File: src/common/pibc_cfg.svh
// timing counts, jumper defaults and vector layout for the bus interrupt control
// assumes a 40 MHz system clock
`ifndef PIBC_CFG_SVH
`define PIBC_CFG_SVH
`define PIBC_CLK_PERIOD_NS 25
`define PIBC_WIN_NS 100
`define PIBC_WIN_CYC ((`PIBC_WIN_NS + `PIBC_CLK_PERIOD_NS - 1) / `PIBC_CLK_PERIOD_NS)
`define PIBC_NSRC 6
`define PIBC_LVL_A 3'h6
`define PIBC_LVL_B 3'h5
`define PIBC_LVL_C 3'h4
`define PIBC_LVL_D 3'h4
`define PIBC_LVL_E 3'h4
`define PIBC_LVL_F 3'h4
`define PIBC_VEC_BASE 7'h30
`define PIBC_VEC_LSB 2
`define PIBC_VEC_MSB 8
`endif

File: src/common/pibc_pkg.sv
// types shared by the bus interrupt control
// assumes pibc_cfg.svh in the include path
`default_nettype none
package pibc_pkg;
   typedef struct packed {
      logic [3:0] br;
      logic [3:0] bg;
   } pibc_arb_t;
   typedef struct packed {
      logic sack;
      logic bbsy;
      logic intr;
      logic [6:0] vec;
      logic vec_oe;
   } pibc_bus_out_t;
   typedef enum logic [3:0] {
      PIBC_IDLE = 4'h1,
      PIBC_WAIT = 4'h2,
      PIBC_SCAN = 4'h4,
      PIBC_PASS = 4'h8
   } pibc_chain_t;
endpackage
`default_nettype wire

File: src/hdl/pibc_stage.sv
// one position of the grant chain: 100 ns window, claim check, pass on
// assumes synchronous inputs from the chain controller
`default_nettype none
module pibc_stage #(
   parameter int WIN = 4
) (
   input wire logic i_clk,
   input wire logic i_resetn,
   input wire logic i_grant_in,
   input wire logic i_latched,
   input wire logic i_claimed,
   output logic o_grant_out,
   output logic o_claim
);
   import pibc_pkg::*;
   pibc_chain_t st_r;
   logic [7:0] cnt_r;
   always_ff @(posedge i_clk or negedge i_resetn) begin
      if (!i_resetn) begin
         st_r <= PIBC_IDLE;
         cnt_r <= 8'h00;
      end else begin
         case (st_r)
            PIBC_IDLE: begin
               if (i_grant_in && !i_claimed) begin
                  st_r <= PIBC_SCAN;
                  cnt_r <= 8'h00;
               end
            end
            PIBC_SCAN: begin
               if (!i_grant_in) st_r <= PIBC_IDLE;
               else if (i_latched) st_r <= PIBC_WAIT;
               else if (cnt_r == 8'(WIN - 1)) st_r <= PIBC_PASS;
               else cnt_r <= cnt_r + 8'h01;
            end
            PIBC_PASS, PIBC_WAIT: begin
               if (!i_grant_in) st_r <= PIBC_IDLE;
            end
            default: st_r <= PIBC_IDLE;
         endcase
      end
   end
   // a claim in one position blocks the grant from going further
   assign o_grant_out = (st_r == PIBC_PASS) && i_grant_in && !i_claimed;
   assign o_claim = (st_r == PIBC_SCAN) && i_grant_in && i_latched && !i_claimed;
endmodule
`default_nettype wire

File: src/hdl/pibc_sync.sv
// two flip-flop synchroniser for a bus of levels
// assumes inputs are asynchronous to the clock
`default_nettype none
module pibc_sync #(
   parameter int W = 1
) (
   input wire logic i_clk,
   input wire logic i_resetn,
   input wire logic [W-1:0] i_d,
   output logic [W-1:0] o_q
);
   logic [W-1:0] s1_r;
   always_ff @(posedge i_clk or negedge i_resetn) begin
      if (!i_resetn) begin
         s1_r <= '0;
         o_q <= '0;
      end else begin
         s1_r <= i_d;
         o_q <= s1_r;
      end
   end
endmodule
`default_nettype wire

File: src/hdl/pibc_top.sv
// bus interrupt and priority control for six internal option sources
// assumes bus grants and slave sync come from outside (synchronised here);
// source requests come from same-clock option logic
`default_nettype none
`include "pibc_cfg.svh"
module pibc_top #(
   parameter int NSRC = `PIBC_NSRC,
   parameter logic [2:0] LVL_A = `PIBC_LVL_A,
   parameter logic [2:0] LVL_B = `PIBC_LVL_B,
   parameter logic [2:0] LVL_C = `PIBC_LVL_C,
   parameter logic [2:0] LVL_D = `PIBC_LVL_D,
   parameter logic [2:0] LVL_E = `PIBC_LVL_E,
   parameter logic [2:0] LVL_F = `PIBC_LVL_F,
   parameter logic [6:0] VEC_BASE = `PIBC_VEC_BASE
) (
   // clock and reset
   input wire logic I_CLK_SYS,
   input wire logic I_RESETN,
   // system initialize from the bus
   input wire logic I_INIT,
   // option sources
   input wire logic [NSRC-1:0] I_SRC_REQ,
   output logic [NSRC-1:0] O_SRC_DONE,
   // arbitration lines, levels 4..7
   input wire logic [3:0] I_BG,
   input wire logic I_SSYN,
   input wire logic I_BBSY_IN,
   output pibc_pkg::pibc_arb_t O_ARB,
   output pibc_pkg::pibc_bus_out_t O_BUS
);
   import pibc_pkg::*;
   localparam int WIN = `PIBC_WIN_CYC;
   localparam logic [2:0] LVL [0:5] = '{LVL_A, LVL_B, LVL_C, LVL_D, LVL_E, LVL_F};

   logic [3:0] bg_s;
   logic ssyn_s, init_s, bbsy_other_s;
   logic [NSRC-1:0] req_latch_r, hold_r;
   logic claim_r, master_r, end_r, vec_phase;
   logic grant_qualify, request_latch_strobe, hold_load_strobe;
   logic [7:0] dly_r;
   logic dly_run_r, ssyn_d_r;
   logic [NSRC:0] chain [0:3];
   logic [NSRC-1:0] claim_v [0:3];
   logic [NSRC-1:0] claim_any;
   logic [3:0] br_v;

   pibc_sync #(.W(7)) u_sync (
      .i_clk(I_CLK_SYS),
      .i_resetn(I_RESETN),
      .i_d({I_BG, I_SSYN, I_INIT, I_BBSY_IN}),
      .o_q({bg_s, ssyn_s, init_s, bbsy_other_s})
   );

   function automatic logic [1:0] lvl_idx(input logic [2:0] l);
      lvl_idx = l[1:0];
   endfunction

   // busy: hold latch non-empty means an interrupt is in process
   assign request_latch_strobe = (hold_r == '0) && !claim_r && !end_r && !dly_run_r;

   always_ff @(posedge I_CLK_SYS or negedge I_RESETN) begin
      if (!I_RESETN) req_latch_r <= '0;
      else if (init_s) req_latch_r <= '0;
      else if (end_r && !ssyn_d_r) req_latch_r <= '0;
      else if (request_latch_strobe) req_latch_r <= I_SRC_REQ;
   end

   // bus requests per level through the jumper socket of each source
   always_comb begin
      br_v = 4'h0;
      for (int i = 0; i < NSRC; i++) begin
         if (req_latch_r[i] && !master_r && !claim_r && !init_s)
            br_v[lvl_idx(LVL[i])] = 1'b1;
      end
   end

   // one chain per grant level; each source sits on the chain of its level, in order A..F
   // so the lower-lettered source is nearer the processor
   genvar g, s;
   generate
      for (g = 0; g < 4; g++) begin : g_lvl
         assign chain[g][0] = bg_s[g];
         for (s = 0; s < NSRC; s++) begin : g_pos
            logic on_lvl, gout, clm;
            assign on_lvl = (lvl_idx(LVL[s]) == 2'(g));
            pibc_stage #(.WIN(WIN)) u_stage (
               .i_clk(I_CLK_SYS),
               .i_resetn(I_RESETN),
               .i_grant_in(on_lvl && chain[g][s]),
               .i_latched(req_latch_r[s]),
               .i_claimed(claim_r),
               .o_grant_out(gout),
               .o_claim(clm)
            );
            // a position off this level passes the grant straight through
            assign chain[g][s+1] = on_lvl ? gout : chain[g][s];
            assign claim_v[g][s] = clm;
         end
      end
   endgenerate
   // the whole struct has one driver; mixing procedural and continuous writes is illegal
   assign O_ARB = '{br: br_v,
                    bg: {chain[3][NSRC], chain[2][NSRC], chain[1][NSRC], chain[0][NSRC]}};
   assign claim_any = claim_v[0] | claim_v[1] | claim_v[2] | claim_v[3];
   assign hold_load_strobe = (claim_any != '0) && !claim_r;

   // claim flop, cleared when the served source drops its request
   always_ff @(posedge I_CLK_SYS or negedge I_RESETN) begin
      if (!I_RESETN) claim_r <= 1'b0;
      else if (init_s) claim_r <= 1'b0;
      else if (claim_r && ((I_SRC_REQ & hold_r) == '0) && end_r) claim_r <= 1'b0;
      else if (hold_load_strobe) claim_r <= 1'b1;
   end

   always_ff @(posedge I_CLK_SYS or negedge I_RESETN) begin
      if (!I_RESETN) hold_r <= '0;
      else if (init_s) hold_r <= '0;
      else if (hold_load_strobe) hold_r <= claim_any;
      else if (dly_run_r && dly_r == 8'(WIN - 1)) hold_r <= '0;
   end

   assign grant_qualify = !bbsy_other_s && !master_r;

   always_ff @(posedge I_CLK_SYS or negedge I_RESETN) begin
      if (!I_RESETN) master_r <= 1'b0;
      else if (init_s) master_r <= 1'b0;
      else if (master_r && ((I_SRC_REQ & hold_r) == '0) && end_r) master_r <= 1'b0;
      else if (claim_r && !end_r && bg_s == 4'h0 && grant_qualify) master_r <= 1'b1;
   end

   assign vec_phase = claim_r && master_r;

   // end flop: set on slave sync in the vector phase, cleared when it goes away
   always_ff @(posedge I_CLK_SYS or negedge I_RESETN) begin
      if (!I_RESETN) begin
         end_r <= 1'b0;
         ssyn_d_r <= 1'b0;
      end else if (init_s) begin
         end_r <= 1'b0;
         ssyn_d_r <= 1'b0;
      end else begin
         ssyn_d_r <= end_r;
         if (ssyn_s && vec_phase) end_r <= 1'b1;
         else if (!ssyn_s) end_r <= 1'b0;
      end
   end

   // 100 ns after end clears, the hold latch is emptied
   always_ff @(posedge I_CLK_SYS or negedge I_RESETN) begin
      if (!I_RESETN) begin
         dly_run_r <= 1'b0;
         dly_r <= 8'h00;
      end else if (init_s) begin
         dly_run_r <= 1'b0;
         dly_r <= 8'h00;
      end else if (end_r && !ssyn_s) begin
         dly_run_r <= 1'b1;
         dly_r <= 8'h00;
      end else if (dly_run_r) begin
         if (dly_r == 8'(WIN - 1)) dly_run_r <= 1'b0;
         else dly_r <= dly_r + 8'h01;
      end
   end

   // vector base + 4 per source, in D08:D02 units that is +1 per source
   logic [6:0] vec_nxt;
   always_comb begin
      vec_nxt = VEC_BASE;
      for (int i = 0; i < NSRC; i++) begin
         if (hold_r[i]) vec_nxt = VEC_BASE + 7'(i);
      end
   end

   // data outputs are registered; slave sync sampling tolerates the one-cycle lag
   always_ff @(posedge I_CLK_SYS or negedge I_RESETN) begin
      if (!I_RESETN) begin
         O_BUS <= '0;
         O_SRC_DONE <= '0;
      end else if (init_s) begin
         O_BUS <= '0;
         O_SRC_DONE <= '0;
      end else begin
         O_BUS.sack <= claim_r && !master_r;
         O_BUS.bbsy <= master_r;
         O_BUS.intr <= vec_phase && !end_r;
         O_BUS.vec <= vec_nxt;
         O_BUS.vec_oe <= vec_phase;
         O_SRC_DONE <= end_r ? hold_r : '0;
      end
   end
endmodule
`default_nettype wire

File: config.mk
export PLATFORM = sky130hd
export DESIGN_NAME = pibc_top
export DESIGN_NICKNAME = d
export VERILOG_FILES = /design/src/common/pibc_pkg.sv /design/src/hdl/pibc_stage.sv /design/src/hdl/pibc_sync.sv /design/src/hdl/pibc_top.sv
export VERILOG_INCLUDE_DIRS = /design/src /design/src/common
export SDC_FILE = /design/constraint.sdc
export NUM_CORES = 1
export LEC_CHECK = 0
export BUFFER_PORTS_ARGS = -buffer_cell sky130_fd_sc_hd__buf_4
export CORE_ASPECT_RATIO = 2
export CORE_UTILIZATION = 55
export CTS_CLUSTER_SIZE = 28
export DETAILED_ROUTE_END_ITERATION = 7
export PLACE_DENSITY = 0.76
export SYNTH_ARGS = -nofsm -noshare
export SYNTH_HDL_FRONTEND = slang
export SYNTH_SLANG_ARGS = --single-unit
File: constraint.sdc
create_clock -name I_CLK_SYS -period 2.2 [get_ports I_CLK_SYS]
set_clock_uncertainty 0.1 [all_clocks]
set_input_delay 0.11 -clock I_CLK_SYS [delete_from_list [all_inputs] [get_ports I_CLK_SYS]]
set_output_delay 0.11 -clock I_CLK_SYS [all_outputs]
set_load 0.01 [all_outputs]
==> impl_metrics.xml <==
<?xml version="1.0" encoding="UTF-8"?>
<metrics>
  <group name="run_status">
    <metric name="run_status" unit="">finished, final reports clean</metric>
  </group>
  <group name="die">
    <metric name="placement_rows" unit="">54</metric>
    <metric name="overall_die_area" unit="sq um">11540</metric>
    <metric name="design.core.area" unit="sq um">10880</metric>
    <metric name="fp.dieH" unit="microns">150.9</metric>
    <metric name="initial_core_utilization" unit="%">56.05</metric>
    <metric name="ioPinCount" unit="">40</metric>
    <metric name="fp.dieW" unit="microns">76.45</metric>
  </group>
  <group name="routing">
    <metric name="route.detailed.wl_per_inst" unit="microns">17.09</metric>
    <metric name="routed-via-count" unit="">5068</metric>
    <metric name="routed_via_density" unit="">5.991</metric>
    <metric name="routed_wirelength" unit="mm">14.46</metric>
    <metric name="dr.pass1.iters" unit="">5</metric>
    <metric name="drcViolationCount" unit="">0</metric>
    <metric name="routed_antenna_nets" unit="">0</metric>
    <metric name="detailedRoute.firstIterationViolations" unit="">361</metric>
  </group>
  <group name="clock_network">
    <metric name="numCtsBuffers" unit="">17</metric>
    <metric name="h-tree-depth" unit="">4</metric>
    <metric name="path_clk_slew" unit="ns">0.06</metric>
    <metric name="clock_sink_count" unit="">125</metric>
    <metric name="clkLatencyLatePin" unit="ns">0.42</metric>
    <metric name="tritoncts" unit="">done</metric>
    <metric name="root_buffer" unit="">sky130_fd_sc_hd__clkbuf_16</metric>
    <metric name="clockBufferDepth" unit="">2</metric>
  </group>
  <group name="logic_synthesis">
    <metric name="ys_seq_elements" unit="">125</metric>
    <metric name="synth_top_cells_by_area" unit="">sky130_fd_sc_hd__dfrtp_1 49%, sky130_fd_sc_hd__nor2_1 4.5%, sky130_fd_sc_hd__xor2_1 3.7%</metric>
    <metric name="synth.distinct_cells" unit="">70</metric>
    <metric name="postSynth.asyncResetShare" unit="%">100.0</metric>
    <metric name="ys_top_cells_by_count" unit="">119 x sky130_fd_sc_hd__dfrtp_1, 73 x sky130_fd_sc_hd__nor2_1, 42 x sky130_fd_sc_hd__o21ai_0, 36 x sky130_fd_sc_hd__nand2_1</metric>
    <metric name="synthCells" unit="">616</metric>
    <metric name="synth_enable_flop_cells" unit="">0</metric>
    <metric name="synth.yosys.warnings" unit="">0</metric>
    <metric name="synthMostInstantiatedCell" unit="">sky130_fd_sc_hd__dfrtp_1</metric>
    <metric name="synth-seq-area-share" unit="%">51.43</metric>
    <metric name="most_area_hungry_cell_type_in_the_yosys_netlist" unit="">sky130_fd_sc_hd__dfrtp_1</metric>
    <metric name="synth_flop_cell" unit="">sky130_fd_sc_hd__dfrtp_1</metric>
    <metric name="synthesis.area_per_instance" unit="sq um">9.898</metric>
    <metric name="yosysTopAreaCellShare" unit="%">48.84</metric>
    <metric name="netlist_area" unit="sq um">6097</metric>
  </group>
  <group name="critical_path">
    <metric name="timing.critical_path.slowest_stage_cell" unit="">sky130_fd_sc_hd__dfrtp_2</metric>
    <metric name="timing.critical_path.to_type" unit="">output pin</metric>
    <metric name="cp_slowest_stage_delay" unit="ns">0.46</metric>
    <metric name="crit_path_max_fanout" unit="">8</metric>
    <metric name="cp.required" unit="ns">1.99</metric>
    <metric name="worst_path_cell_trace" unit="">nor4b_4, nand4_1, buf_4, and4b_1, buf_4</metric>
    <metric name="worst-r2r-setup-slack" unit="ns">0.03</metric>
    <metric name="worstReg2RegStart" unit="">g_lvl[1].g_pos[1].u_stage.st_r[1]</metric>
    <metric name="critical_path_class" unit="">reg -&gt; out</metric>
    <metric name="worstSetupStartpointType" unit="">flop</metric>
    <metric name="cp_common_cell" unit="">sky130_fd_sc_hd__buf_4</metric>
    <metric name="cp.arrival" unit="ns">1.98</metric>
    <metric name="timing.critical_path.from" unit="">g_lvl[0].g_pos[3].u_stage.st_r[1]</metric>
  </group>
  <group name="power_and_ir_drop">
    <metric name="power_frac_clock" unit="%">47.7</metric>
    <metric name="static-leakage-power" unit="nW">3.448</metric>
    <metric name="p_switching" unit="W">0.001549</metric>
    <metric name="power.density" unit="nW/um^2">808.8</metric>
    <metric name="max_rail_drop_vdd" unit="uV">789.1</metric>
    <metric name="p_comb_share" unit="%">10.4</metric>
    <metric name="power.share.switching" unit="%">25.42</metric>
    <metric name="p_int" unit="W">0.004543</metric>
    <metric name="power.sequential.fraction" unit="%">41.9</metric>
  </group>
  <group name="timing">
    <metric name="setup-violations-final" unit="">0</metric>
    <metric name="peak_freq" unit="MHz">456.4</metric>
    <metric name="rsz0062_at_grt" unit="">true</metric>
    <metric name="timing.max_slew.rel_slack" unit="%">59.12</metric>
    <metric name="timing_max_transition_violations_final" unit="">0</metric>
    <metric name="finalHoldViolCount" unit="">0</metric>
    <metric name="totalNegativeSetupSlack" unit="ns">0</metric>
    <metric name="final.min_clock_period" unit="ns">2.191</metric>
    <metric name="worst_slew_pin_slew" unit="ns">0.6132</metric>
    <metric name="finalCritPeriodShare" unit="%">99.59</metric>
  </group>
  <group name="layout">
    <metric name="drive_above_1_share" unit="%">18.98</metric>
    <metric name="antenna_diode_instance_count" unit="">0</metric>
    <metric name="finalCoreUtilization" unit="%">69.24</metric>
    <metric name="post-route-cell-area" unit="sq um">7532</metric>
    <metric name="fillcell_total" unit="">797</metric>
    <metric name="final_nets" unit="">716</metric>
    <metric name="synthToLayoutAreaGrowth" unit="%">23.54</metric>
  </group>
  <group name="placed_design">
    <metric name="gp_routability_congestion" unit="">0.8824</metric>
    <metric name="port_buffers" unit="">36</metric>
    <metric name="detailed_place.area" unit="sq um">6634</metric>
    <metric name="place_hpwl" unit="mm">9.836</metric>
  </group>
  <group name="global_routing">
    <metric name="grt_overflow_total" unit="">0</metric>
    <metric name="track_usage" unit="%">26.04</metric>
    <metric name="grt_pass1_vias" unit="">4979</metric>
    <metric name="grt_start_max_net_pins" unit="">48</metric>
    <metric name="first_pass_grt_wire_length" unit="mm">23.12</metric>
    <metric name="initial_antenna_violation_count" unit="">0</metric>
  </group>
  <group name="run">
    <metric name="cap_violations" unit="">0</metric>
  </group>
  <group name="hold_path">
    <metric name="hp-class" unit="">in -&gt; async</metric>
  </group>
</metrics>
==> per-layer routing <==
metal	wire length (microns)	global-route usage, %	vias up
met4	403	12.79	0
li1	-	-	2381
met3	430	4.940	35
met5	0	0	-
met1	5434	26.44	2526
met2	8187	50.14	126
==> placed cells by master, fill, tap and decap left out, types with 4 or more instances in the layout <==
cell	Yosys	routed
sky130_fd_sc_hd__xor2_1	26	26
sky130_fd_sc_hd__dlygate4sd3_1	0	14
sky130_fd_sc_hd__ha_1	7	7
sky130_fd_sc_hd__nand3b_1	6	6
sky130_fd_sc_hd__dfstp_2	6	6
sky130_fd_sc_hd__nor4b_1	5	4
sky130_fd_sc_hd__nor3_1	15	14
sky130_fd_sc_hd__clkinv_4	0	4
sky130_fd_sc_hd__nand2b_1	11	11
sky130_fd_sc_hd__and2_1	10	10
sky130_fd_sc_hd__nand2_1	36	36
sky130_fd_sc_hd__dfrtp_1	119	117
sky130_fd_sc_hd__nor3b_1	4	4
sky130_fd_sc_hd__o21ai_0	42	41
sky130_fd_sc_hd__or3_1	5	5
sky130_fd_sc_hd__o31ai_1	7	7
sky130_fd_sc_hd__clkbuf_16	0	17
sky130_fd_sc_hd__mux2i_1	7	7
sky130_fd_sc_hd__or4_1	5	5
sky130_fd_sc_hd__nor2b_1	5	4
sky130_fd_sc_hd__nand4_1	18	18
sky130_fd_sc_hd__or4b_1	6	5
sky130_fd_sc_hd__a22o_1	5	5
sky130_fd_sc_hd__and3_1	20	20
sky130_fd_sc_hd__nand3_1	26	26
sky130_fd_sc_hd__buf_4	7	71
sky130_fd_sc_hd__xnor2_1	4	4
sky130_fd_sc_hd__nor2_1	73	72
sky130_fd_sc_hd__o211ai_1	4	4
sky130_fd_sc_hd__nor4_1	14	14
sky130_fd_sc_hd__a21oi_1	17	17
sky130_fd_sc_hd__inv_1	21	21
==> power by group through the flow <==
stage	logic [W]	clock network [W]	registers (W)
CTS	0.000610	0.00294	0.00255
global route	0.000692	0.00305	0.00257
finish	0.000635	0.00291	0.00255
global placement	0.000553	0	0.00257
detailed placement	0.000585	0	0.00258
floorplan	0.000428	0	0.00252
==> stage by stage <==
step / total power [W] / hold WS (ns) / worst slack [ns] / cells
2_1_floorplan: 0.002946 / -0.2856 / 0.03232 / 618
3_3_place_gp: 0.003127 / 0.05006 / 0.08982 / 791
3_5_place_dp: 0.003166 / 0.05716 / -0.0004299 / 791
4_1_cts: 0.006098 / 0.1560 / -0.008884 / 839
5_1_grt: 0.006305 / 0.2047 / -0.04458 / 846
6_report: 0.006092 / 0.1523 / 0.008915 / 846
==> worst max-delay path: cells and delay by family, from the launching register on <==
kind | cells | cell delay (ns)
flops | 1 | 0.46
buf+inv | 2 | 0.32
simple gates | 3 | 0.78
==> sequential cells by signal, summed over array words and instances, names as in the netlist, 6 cells and up <==
name                       cells
g_lvl.g_pos.u_stage.cnt_r     48
g_lvl.g_pos.u_stage.st_r      24
O_BUS                          8
dly_r                          8
u_sync.o_q                     7
u_sync.s1_r                    7
O_SRC_DONE                     6
hold_r                         6
req_latch_r                    6
==> what timing repair did <==
item / CTS / global route
pin swaps: 4 / 6
endpoints found under the hold margin: 59 / 0
gates resized for setup: 6 / 9
hold buffers: 14 / 0
endpoints found under the setup margin: 3 / 20
setup buffers: 3 / 7
==> final timing paths <==
check                                                          end  cells past startpoint
worst max-delay path                                      O_ARB[0]                      5
worst min-delay path            g_lvl[1].g_pos[1].u_stage.cnt_r[4]                      2
worst max register to register  g_lvl[1].g_pos[1].u_stage.cnt_r[5]                      5
worst min register to register                       u_sync.o_q[2]                      0
max in group asynchronous        g_lvl[0].g_pos[3].u_stage.st_r[0]                      3
min in group I_CLK_SYS                              u_sync.s1_r[2]                      2
==> cells by family (layout without fill, tap and decap cells) <==
family | after synthesis | in the layout | synth area share [%]
DFF | 125 | 125 | 51.43
and+or+nand+nor | 278 | 278 | 25.20
buffers and inverters | 51 | 139 | 3.735
AOI/OAI and AO/OA | 115 | 115 | 12.31
muxes | 9 | 9 | 1.519
other | 1 | 3 | 0.06150
xor gates and xnor gates | 30 | 30 | 4.309
adders and majority gates | 7 | 7 | 1.436
==> final cells by class <==
type / count / area, sq um / share of cell area, %
clock buffer: 19 / 452.9 / 6.013
clock inverter: 12 / 162.7 / 2.159
inverter: 21 / 78.83 / 1.047
multi-input combinational: 442 / 2811 / 37.33
sequential: 125 / 3138 / 41.66
tap: 140 / 175.2 / 2.326
timing repair buffer: 87 / 713.2 / 9.468
Power figures use the tool's default switching activity.
